File: src/verilog/nibble_regs_pkg.sv
package nibble_regs_pkg;
  // ----------------------------------------------------------------
  // widths
  // ----------------------------------------------------------------
  localparam int NIB_W   = 4;
  localparam int WIDE_W  = 8;
  localparam int PAGE_W  = 3;
  localparam int SP_W    = 3;
  localparam int OFS_W   = 7;
  localparam int PC_W    = 14;
  localparam int DP_W    = 10;
  localparam int BIT_W   = 2;
  localparam int DEPTH   = 8;
  localparam int SAVE_W  = DP_W + 2 + 2 * NIB_W;

  // ----------------------------------------------------------------
  // reset and boundary values
  // ----------------------------------------------------------------
  localparam logic [SP_W-1:0]  SP_RESET  = 3'h7;
  localparam logic [SP_W-1:0]  SP_STEP   = 3'h1;
  localparam logic [OFS_W-1:0] OFS_LAST  = 7'h7F;
  localparam logic [OFS_W-1:0] OFS_FIRST = 7'h00;
  localparam logic [NIB_W-1:0] NIB_ZERO  = 4'h0;
  localparam logic [NIB_W-1:0] NIB_ONE   = 4'h1;

  // ----------------------------------------------------------------
  // operations issued by the sequencer
  // ----------------------------------------------------------------
  typedef enum logic [4:0] {
    OP_NOP, OP_STEP, OP_JUMP, OP_CALL, OP_SPECIAL_CALL, OP_RET,
    OP_IRQ_ENTRY, OP_IRQ_RET, OP_TABLE_LOOKUP, OP_BRANCH_ACC, OP_CALL_ACC,
    OP_ADD_CARRY, OP_ADD_IMM, OP_ADD_MEM, OP_AND_MEM, OP_OR_MEM, OP_CMP_MEM,
    OP_SET_BIT, OP_CLR_BIT, OP_TEST_BIT, OP_ROTATE_RIGHT, OP_CARRY_SET,
    OP_CARRY_CLEAR, OP_LOAD_ACC, OP_LOAD_AUX, OP_LOAD_PAGE, OP_AB_TO_WIDE,
    OP_WIDE_TO_AB, OP_ACC_TO_MEM, OP_SP_READ, OP_IRQ_ENABLE, OP_IRQ_DISABLE
  } op_t;
endpackage : nibble_regs_pkg

File: src/verilog/nibble_cpu_regs_stack.sv
`timescale 1ns/1ns
module nibble_cpu_regs_stack
  import nibble_regs_pkg::*;
(
  input  wire logic              core_clk_i,
  input  wire logic              resetn_i,
  input  wire op_t               op_i,
  input  wire logic [NIB_W-1:0]  imm_i,
  input  wire logic [NIB_W-1:0]  mem_i,
  input  wire logic [BIT_W-1:0]  bit_sel_i,
  input  wire logic [PC_W-1:0]   target_i,
  input  wire logic [DP_W-1:0]   data_pointer_i,
  input  wire logic              ram_backup_ret_i,
  output logic [NIB_W-1:0]       acc_o,
  output logic [NIB_W-1:0]       aux_o,
  output logic [WIDE_W-1:0]      wide_o,
  output logic [PAGE_W-1:0]      page_ptr_o,
  output logic                   carry_flag_o,
  output logic                   skip_flag_o,
  output logic [SP_W-1:0]        stack_level_ptr_o,
  output logic [PC_W-1:0]        pc_o,
  output logic                   global_irq_enable_o,
  output logic                   mem_we_o,
  output logic [NIB_W-1:0]       mem_wdata_o,
  output logic                   dp_restore_o,
  output logic [DP_W-1:0]        data_pointer_o
);

  // ----------------------------------------------------------------
  // helpers
  // ----------------------------------------------------------------
  function automatic logic [NIB_W-1:0] bit_mask(input logic [BIT_W-1:0] sel);
    bit_mask = NIB_ONE << sel;
  endfunction : bit_mask

  // offset wraps to 0 and carries into the page bits
  function automatic logic [PC_W-1:0] pc_next(input logic [PC_W-1:0] pc);
    pc_next = pc + PC_W'(1);
  endfunction : pc_next

  // ----------------------------------------------------------------
  // state
  // ----------------------------------------------------------------
  logic [NIB_W-1:0]  accumulator_nibble_q, accumulator_nibble_d;
  logic [NIB_W-1:0]  aux_nibble_reg_q, aux_nibble_reg_d;
  logic [WIDE_W-1:0] wide_byte_reg_q, wide_byte_reg_d;
  logic [PAGE_W-1:0] page_pointer_reg_q, page_pointer_reg_d;
  logic              carry_flag_q, carry_flag_d;
  logic              skip_flag_q, skip_flag_d;
  logic [SP_W-1:0]   stack_level_ptr_q, stack_level_ptr_d;
  logic [PC_W-1:0]   pc_q, pc_d;
  logic              global_irq_enable_q, global_irq_enable_d;
  logic              mem_we_q, mem_we_d;
  logic [NIB_W-1:0]  mem_wdata_q, mem_wdata_d;
  logic              dp_restore_q, dp_restore_d;
  logic [DP_W-1:0]   data_pointer_q, data_pointer_d;
  logic [SAVE_W-1:0] interrupt_save_stage_q, interrupt_save_stage_d;
  logic [PC_W-1:0]   return_stack_entry [DEPTH];
  logic              push;
  logic [NIB_W:0]    sum;
  logic [NIB_W-1:0]  addend;
  logic              carry_in;

  // ----------------------------------------------------------------
  // next-state logic
  // ----------------------------------------------------------------
  always_comb begin
    accumulator_nibble_d   = accumulator_nibble_q;
    aux_nibble_reg_d       = aux_nibble_reg_q;
    wide_byte_reg_d        = wide_byte_reg_q;
    page_pointer_reg_d     = page_pointer_reg_q;
    carry_flag_d           = carry_flag_q;
    skip_flag_d            = 1'b0;
    stack_level_ptr_d      = stack_level_ptr_q;
    pc_d                   = pc_q;
    global_irq_enable_d    = global_irq_enable_q;
    mem_we_d               = 1'b0;
    mem_wdata_d            = mem_wdata_q;
    dp_restore_d           = 1'b0;
    data_pointer_d         = data_pointer_q;
    interrupt_save_stage_d = interrupt_save_stage_q;
    push                   = 1'b0;
    addend                 = (op_i == OP_ADD_IMM) ? imm_i : mem_i;
    carry_in               = (op_i == OP_ADD_CARRY) ? carry_flag_q : 1'b0;
    sum = {1'b0, accumulator_nibble_q} + {1'b0, addend} + {4'h0, carry_in};
    case (op_i)
      OP_NOP:           skip_flag_d = skip_flag_q;
      OP_STEP:          pc_d = pc_next(pc_q);
      OP_JUMP:          pc_d = target_i;
      OP_CALL, OP_SPECIAL_CALL: begin
        push = 1'b1;
        pc_d = target_i;
      end
      // in-page address from page pointer and acc
      OP_TABLE_LOOKUP, OP_CALL_ACC: begin
        push = 1'b1;
        pc_d = {target_i[PC_W-1:OFS_W], page_pointer_reg_q, accumulator_nibble_q};
      end
      OP_BRANCH_ACC:
        pc_d = {target_i[PC_W-1:OFS_W], page_pointer_reg_q, accumulator_nibble_q};
      OP_RET: begin
        pc_d              = return_stack_entry[stack_level_ptr_q];
        stack_level_ptr_d = stack_level_ptr_q - SP_STEP;
      end
      OP_IRQ_ENTRY: begin
        push                   = 1'b1;
        pc_d                   = target_i;
        global_irq_enable_d    = 1'b0;
        interrupt_save_stage_d = {data_pointer_i, carry_flag_q, skip_flag_q,
                                  accumulator_nibble_q, aux_nibble_reg_q};
      end
      OP_IRQ_RET: begin
        pc_d              = return_stack_entry[stack_level_ptr_q];
        stack_level_ptr_d = stack_level_ptr_q - SP_STEP;
        {data_pointer_d, carry_flag_d, skip_flag_d, accumulator_nibble_d,
         aux_nibble_reg_d} = interrupt_save_stage_q;
        dp_restore_d      = 1'b1;
      end
      OP_ADD_CARRY:     {carry_flag_d, accumulator_nibble_d} = sum;
      OP_ADD_IMM, OP_ADD_MEM: accumulator_nibble_d = sum[NIB_W-1:0];
      OP_AND_MEM:       accumulator_nibble_d = accumulator_nibble_q & mem_i;
      OP_OR_MEM:        accumulator_nibble_d = accumulator_nibble_q | mem_i;
      OP_CMP_MEM:       skip_flag_d = (accumulator_nibble_q == mem_i);
      OP_SET_BIT: begin
        mem_we_d    = 1'b1;
        mem_wdata_d = mem_i | bit_mask(bit_sel_i);
      end
      OP_CLR_BIT: begin
        mem_we_d    = 1'b1;
        mem_wdata_d = mem_i & ~bit_mask(bit_sel_i);
      end
      OP_TEST_BIT:      skip_flag_d = |(mem_i & bit_mask(bit_sel_i));
      OP_ROTATE_RIGHT: begin
        carry_flag_d         = accumulator_nibble_q[0];
        accumulator_nibble_d = {carry_flag_q, accumulator_nibble_q[NIB_W-1:1]};
      end
      OP_CARRY_SET:     carry_flag_d = 1'b1;
      OP_CARRY_CLEAR:   carry_flag_d = 1'b0;
      OP_LOAD_ACC:      accumulator_nibble_d = imm_i;
      OP_LOAD_AUX:      aux_nibble_reg_d = accumulator_nibble_q;
      OP_LOAD_PAGE:     page_pointer_reg_d = imm_i[PAGE_W-1:0];
      OP_AB_TO_WIDE:    wide_byte_reg_d = {aux_nibble_reg_q, accumulator_nibble_q};
      OP_WIDE_TO_AB:    {aux_nibble_reg_d, accumulator_nibble_d} = wide_byte_reg_q;
      OP_ACC_TO_MEM: begin
        mem_we_d    = 1'b1;
        mem_wdata_d = accumulator_nibble_q;
      end
      OP_SP_READ:       accumulator_nibble_d = {1'b0, stack_level_ptr_q};
      OP_IRQ_ENABLE:    global_irq_enable_d = 1'b1;
      OP_IRQ_DISABLE:   global_irq_enable_d = 1'b0;
      default:          skip_flag_d = skip_flag_q;
    endcase
    if (push) begin
      stack_level_ptr_d = stack_level_ptr_q + SP_STEP;
    end
    // back-up return wins over any push or pop
    if (ram_backup_ret_i) begin
      stack_level_ptr_d = SP_RESET;
    end
  end

  // ----------------------------------------------------------------
  // registers
  // ----------------------------------------------------------------
  // wide byte and page pointer still cleared: x-free sim beats area
  always_ff @(posedge core_clk_i) begin
    if (!resetn_i) begin
      accumulator_nibble_q   <= NIB_ZERO;
      aux_nibble_reg_q       <= NIB_ZERO;
      wide_byte_reg_q        <= '0;
      page_pointer_reg_q     <= '0;
      carry_flag_q           <= 1'b0;
      skip_flag_q            <= 1'b0;
      stack_level_ptr_q      <= SP_RESET;
      pc_q                   <= '0;
      global_irq_enable_q    <= 1'b0;
      mem_we_q               <= 1'b0;
      mem_wdata_q            <= NIB_ZERO;
      dp_restore_q           <= 1'b0;
      data_pointer_q         <= '0;
      interrupt_save_stage_q <= '0;
    end else begin
      accumulator_nibble_q   <= accumulator_nibble_d;
      aux_nibble_reg_q       <= aux_nibble_reg_d;
      wide_byte_reg_q        <= wide_byte_reg_d;
      page_pointer_reg_q     <= page_pointer_reg_d;
      carry_flag_q           <= carry_flag_d;
      skip_flag_q            <= skip_flag_d;
      stack_level_ptr_q      <= stack_level_ptr_d;
      pc_q                   <= pc_d;
      global_irq_enable_q    <= global_irq_enable_d;
      mem_we_q               <= mem_we_d;
      mem_wdata_q            <= mem_wdata_d;
      dp_restore_q           <= dp_restore_d;
      data_pointer_q         <= data_pointer_d;
      interrupt_save_stage_q <= interrupt_save_stage_d;
    end
  end

  // eight entries, written at the advanced pointer
  always_ff @(posedge core_clk_i) begin
    if (push && resetn_i) begin
      return_stack_entry[stack_level_ptr_q + SP_STEP] <= pc_q;
    end
  end

  assign acc_o               = accumulator_nibble_q;
  assign aux_o               = aux_nibble_reg_q;
  assign wide_o              = wide_byte_reg_q;
  assign page_ptr_o          = page_pointer_reg_q;
  assign carry_flag_o        = carry_flag_q;
  assign skip_flag_o         = skip_flag_q;
  assign stack_level_ptr_o   = stack_level_ptr_q;
  assign pc_o                = pc_q;
  assign global_irq_enable_o = global_irq_enable_q;
  assign mem_we_o            = mem_we_q;
  assign mem_wdata_o         = mem_wdata_q;
  assign dp_restore_o        = dp_restore_q;
  assign data_pointer_o      = data_pointer_q;
endmodule : nibble_cpu_regs_stack

File: config.mk
export PLATFORM = sky130hd
export DESIGN_NAME = nibble_cpu_regs_stack
export DESIGN_NICKNAME = d
export VERILOG_FILES = /design/src/verilog/nibble_regs_pkg.sv /design/src/verilog/nibble_cpu_regs_stack.sv
export SDC_FILE = /design/constraint.sdc
export NUM_CORES = 1
export LEC_CHECK = 0
export BUFFER_PORTS_ARGS = -buffer_cell sky130_fd_sc_hd__buf_2
export CAP_MARGIN = 20
export CORE_MARGIN = 2
export CORE_UTILIZATION = 57
export DETAILED_ROUTE_END_ITERATION = 7
export PLACE_DENSITY_LB_ADDON = 0.15
export SLEW_MARGIN = 20
export SYNTH_ARGS = -nofsm -noshare
export SYNTH_HDL_FRONTEND = slang
export SYNTH_SLANG_ARGS = --single-unit
export TNS_END_PERCENT = 5
File: constraint.sdc
create_clock -name core_clk_i -period 7 [get_ports core_clk_i]
set_input_delay 1.75 -clock core_clk_i [delete_from_list [all_inputs] [get_ports core_clk_i]]
set_output_delay 1.75 -clock core_clk_i [all_outputs]
set_load 0.005 [all_outputs]
==> impl_metrics.xml <==
<?xml version="1.0" encoding="UTF-8"?>
<metrics>
  <group name="run_status">
    <metric name="outcome" unit="">complete, no violations</metric>
  </group>
  <group name="yosys">
    <metric name="ys.warnings.count" unit="">0</metric>
    <metric name="synth-seq-cells" unit="">190</metric>
    <metric name="synthesized_area_fraction_occupied_by_and_or_nand_nor_cells" unit="">0.135</metric>
    <metric name="synth_fa_ha_area_frac" unit="">0.0244</metric>
    <metric name="synth-xor-area-share" unit="">0.0149</metric>
    <metric name="synth_top_family_by_area" unit="">compound AO/OA/AOI/OAI gates</metric>
    <metric name="synth.net_count" unit="">831</metric>
    <metric name="synth_sequential_area_ratio" unit="">0.558</metric>
    <metric name="post_synth_mux_area_share" unit="">0.0952</metric>
    <metric name="most_used_dff_post_synth" unit="">sky130_fd_sc_hd__edfxtp_1</metric>
    <metric name="synth-edff-count" unit="">112</metric>
    <metric name="post_synth_inst_count" unit="">773</metric>
    <metric name="yosys.cell_types.count" unit="">73</metric>
    <metric name="area_of_the_mapped_netlist" unit="µm²">8820</metric>
    <metric name="share_of_the_synthesized_area_in_compound_gates_ao_oa_aoi_oai" unit="">0.136</metric>
    <metric name="syn_area_per_cell" unit="µm²">11.4</metric>
    <metric name="fraction_of_synthesis_flops_using_an_asynchronous_set_or_reset_pin" unit="">0</metric>
  </group>
  <group name="setup_path">
    <metric name="worst_setup_slack_for_register_to_register_paths" unit="ns">4.65</metric>
    <metric name="critical_path_required" unit="ns">7.32</metric>
    <metric name="r2r_cells" unit="">5</metric>
    <metric name="type_of_destination_of_the_critical_path" unit="">flop</metric>
    <metric name="critical_path.startpoint_type" unit="">primary input</metric>
    <metric name="regToRegEndpoint" unit="">pc_o[8]$_SDFFE_PN0P_</metric>
    <metric name="crit_arrival" unit="ns">4.82</metric>
    <metric name="critical_path_class" unit="">in -&gt; reg</metric>
    <metric name="critical-path-max-stage-delay" unit="ns">0.48</metric>
    <metric name="critical_path.max_fanout" unit="">35</metric>
    <metric name="critical_path.slowest_cell" unit="">sky130_fd_sc_hd__nor2_1</metric>
    <metric name="crit_path_cell_trace" unit="">buf_2 -&gt; nor2_1 -&gt; nand3_1 -&gt; nor2_1 -&gt; o21ai_0 -&gt; fa_1 -&gt; fa_1 -&gt; xor2_1 -&gt; nand2_1 -&gt; nand4_1 -&gt; o31a_1</metric>
    <metric name="timing.critical_path.max_delay_family" unit="">simple AND/OR/NAND/NOR gates</metric>
    <metric name="worstPathBufferInverterCount" unit="">1</metric>
  </group>
  <group name="grt">
    <metric name="antenna_violations_before_repair" unit="">1</metric>
    <metric name="number_of_global_route_vias_before_repair" unit="">6348</metric>
    <metric name="grt_first_pass_wirelength" unit="µm">34700</metric>
    <metric name="global_route.overflow_total" unit="">0</metric>
    <metric name="grt_usage" unit="">0.278</metric>
    <metric name="pin_count_of_the_biggest_net_entering_global_routing" unit="">55</metric>
  </group>
  <group name="die">
    <metric name="coreArea" unit="µm²">15100</metric>
    <metric name="num_ports" unit="">97</metric>
    <metric name="die_area" unit="µm²">16500</metric>
    <metric name="fp.dieW" unit="µm">128</metric>
    <metric name="dieHeight" unit="µm">128</metric>
    <metric name="initial_core_util" unit="">0.582</metric>
    <metric name="rows" unit="">45</metric>
  </group>
  <group name="detailed_routing">
    <metric name="vias" unit="">6532</metric>
    <metric name="routed_wire_length_per_instance" unit="µm">20.9</metric>
    <metric name="topRoutingLayerUsed" unit="">met4</metric>
    <metric name="met3_length" unit="µm">1200</metric>
    <metric name="routed-wl-met2" unit="µm">11000</metric>
    <metric name="drc" unit="">0</metric>
    <metric name="route.layer.met1.wl" unit="µm">9200</metric>
    <metric name="number_of_detailed_routing_iterations_run_before_antenna_repair" unit="">8</metric>
    <metric name="drt-vias-per-instance" unit="">6.22</metric>
    <metric name="number_of_routed_nets_with_antenna_violations" unit="">0</metric>
    <metric name="totalWireLength" unit="µm">22000</metric>
    <metric name="dr.first_iter.drc_count" unit="">628</metric>
  </group>
  <group name="sta">
    <metric name="final.period_utilization" unit="">0.642</metric>
    <metric name="fin_worst_hold_slack" unit="ns">0.451</metric>
    <metric name="finalHoldViolCount" unit="">0</metric>
    <metric name="timing.max_slew.rel_slack" unit="">0.314</metric>
    <metric name="final.setup.tns" unit="ns">0</metric>
    <metric name="skew_final" unit="ns">0.00722</metric>
    <metric name="post-route-min-period" unit="ns">4.50</metric>
    <metric name="slew_violations" unit="">0</metric>
    <metric name="setup_viol" unit="">0</metric>
    <metric name="timing_worst_slew_pin_value" unit="ns">1.02</metric>
    <metric name="maxClockFrequency" unit="MHz">222</metric>
    <metric name="rsz0062_at_grt" unit="">no</metric>
  </group>
  <group name="cells_and_area">
    <metric name="drive_gt1_frac" unit="">0.212</metric>
    <metric name="final_net_count" unit="">907</metric>
    <metric name="most_frequent_standard_cell_in_the_layout_excluding_fill_and_tap_cells" unit="">sky130_fd_sc_hd__nand2_1</metric>
    <metric name="synthToLayoutAreaGrowth" unit="%">12.8</metric>
    <metric name="mostFrequentLayoutCells" unit="">113 x sky130_fd_sc_hd__nand2_1, 112 x sky130_fd_sc_hd__edfxtp_1, 96 x sky130_fd_sc_hd__buf_2, 78 x sky130_fd_sc_hd__dfxtp_1, 62 x sky130_fd_sc_hd__a21oi_1</metric>
    <metric name="fillers" unit="">1184</metric>
  </group>
  <group name="power">
    <metric name="p_per_area" unit="nW/µm²">236</metric>
    <metric name="vdd.ir_drop.worst" unit="mV">0.173</metric>
    <metric name="p_leak" unit="nW">3.73</metric>
  </group>
  <group name="flow_run">
    <metric name="drv.max_cap_violation_count" unit="">0</metric>
  </group>
  <group name="clock_tree">
    <metric name="cts_buffers" unit="">17</metric>
    <metric name="insertion_delay_to_the_later_sink_of_the_worst_skew_pair" unit="ns">0.43</metric>
    <metric name="count_of_cells_resized_by_post_cts_repair" unit="">0</metric>
    <metric name="cts-hold-fix-buffers" unit="">0</metric>
    <metric name="cts_num_sinks" unit="">190</metric>
    <metric name="clock_tree.htree_level_count" unit="">4</metric>
    <metric name="root_buffer" unit="">sky130_fd_sc_hd__clkbuf_16</metric>
    <metric name="cts_tree" unit="">built</metric>
    <metric name="cts_post_setup_buffers_inserted" unit="">0</metric>
    <metric name="clkTransAtPathRegs" unit="ns">0.07</metric>
    <metric name="cts_max_path_buffers" unit="">2</metric>
  </group>
  <group name="min_path">
    <metric name="worst_hold_path_type" unit="">reg -&gt; reg</metric>
    <metric name="hold-path-endpoint" unit="">data_pointer_o[9]$_SDFFE_PN0P_</metric>
    <metric name="min_delay_path_depth" unit="">2</metric>
    <metric name="min_from" unit="">interrupt_save_stage_q[19]$_SDFFE_PN0P_</metric>
  </group>
  <group name="place">
    <metric name="detailedPlacementHpwl" unit="µm">15000</metric>
    <metric name="placement.io_buffers" unit="">96</metric>
    <metric name="place_congestion" unit="">0.911</metric>
  </group>
</metrics>
per-layer routing:
metal  vias up  global-route usage
met2       243               0.462
met5         -                   0
li1       3035                   -
met4         0               0.113
met3        41              0.0482
met1      3213               0.364
tightest hold or removal path, cell delays in order (launching register included):
cell and delay, ns:
sky130_fd_sc_hd__dfxtp_1 0.31, sky130_fd_sc_hd__nand2_1 0.05, sky130_fd_sc_hd__a21oi_1 0.05
final cells by class:
class	instances	area [µm²]	area share
Tap cell	188	235	0.0236
Timing Repair Buffer	106	556	0.0558
Sequential cell	190	4920	0.495
Multi-Input combinational cell	520	3620	0.364
Antenna cell	1	2.50	0.000251
Inverter	14	52.6	0.00528
Clock inverter	11	81.3	0.00817
Clock buffer	21	482	0.0484
per-stage QoR:
step                      total power [mW]   util  cells  area [µm²]  setup slack [ns]
after floorplan                       1.38      -    773        8820              2.71
after global placement                1.45  0.619   1018        9380              2.22
after detailed placement              1.46  0.620   1018        9390              2.11
after CTS                             2.35  0.657   1050        9950              2.56
after global routing                  2.42  0.657   1051        9950              2.28
final                                 2.34  0.657   1051        9950              2.50
how the worst max path moves through the flow:
stage	start	to	slack, ns	cells after the start
after floorplan	op_i[0]	acc_o[2]$_SDFFE_PN0P_	2.71	11
after global routing	op_i[0]	acc_o[2]$_SDFFE_PN0P_	2.28	11
after CTS	op_i[0]	acc_o[2]$_SDFFE_PN0P_	2.56	11
after detailed placement	op_i[0]	acc_o[2]$_SDFFE_PN0P_	2.11	11
final	op_i[0]	acc_o[2]$_SDFFE_PN0P_	2.50	11
after global placement	op_i[0]	acc_o[2]$_SDFFE_PN0P_	2.22	11
registers in the layout, summed over array words and instances, names as in the netlist, named ones only:
register,count
skip_flag_o,1
page_ptr_o,3
dp_restore_o,1
data_pointer_o,10
interrupt_save_stage_q,20
wide_o,8
mem_we_o,1
acc_o,4
carry_flag_o,1
global_irq_enable_o,1
pc_o,14
aux_o,4
mem_wdata_o,4
return_stack_entry,112
stack_level_ptr_o,3
synthesized netlist by cell type, drive strengths merged, types with 5 or more instances:
| library cell | instances | area [µm²] |
|---|---|---|
| a211oi | 8 | 60.1 |
| clkbuf | 18 | 67.6 |
| ha | 14 | 175 |
| a31oi | 12 | 75.1 |
| mux2i | 31 | 310 |
| nor2 | 47 | 179 |
| nand2 | 113 | 424 |
| nand2b | 9 | 56.3 |
| mux4 | 21 | 473 |
| edfxtp | 112 | 3360 |
| nor2b | 8 | 50.1 |
| o22ai | 5 | 31.3 |
| a2111oi | 5 | 70.1 |
| nor3 | 23 | 136 |
| xnor2 | 6 | 52.6 |
| nand3 | 20 | 100 |
| o211ai | 6 | 45.0 |
| buf | 31 | 199 |
| a22oi | 14 | 105 |
| mux2 | 5 | 56.3 |
| xor2 | 9 | 78.8 |
| nand4 | 6 | 43.8 |
| inv | 14 | 52.6 |
| a222oi | 5 | 50.1 |
| a21oi | 63 | 319 |
| o21ai | 23 | 115 |
| or3 | 6 | 37.5 |
| dfxtp | 78 | 1560 |
power by group:
part	switching [mW]	total, mW	internal [mW]
sequential	0.0418	1.25	1.21
clock	0.414	0.912	0.498
combinational	0.111	0.184	0.0733
cells by family (layout without fill, tap and decap cells):
kind of cell             after synthesis  after routing
AND/OR/NAND/NOR                      254            254
adder cells (fa/ha/maj)               16             16
XOR/XNOR                              15             15
AO/OA/AOI/OAI                        178            178
other                                  0              1
flip-flops                           190            190
buffers and inverters                 63            152
multiplexers                          57             57
Note: power is estimated with default switching activity, not from simulation.
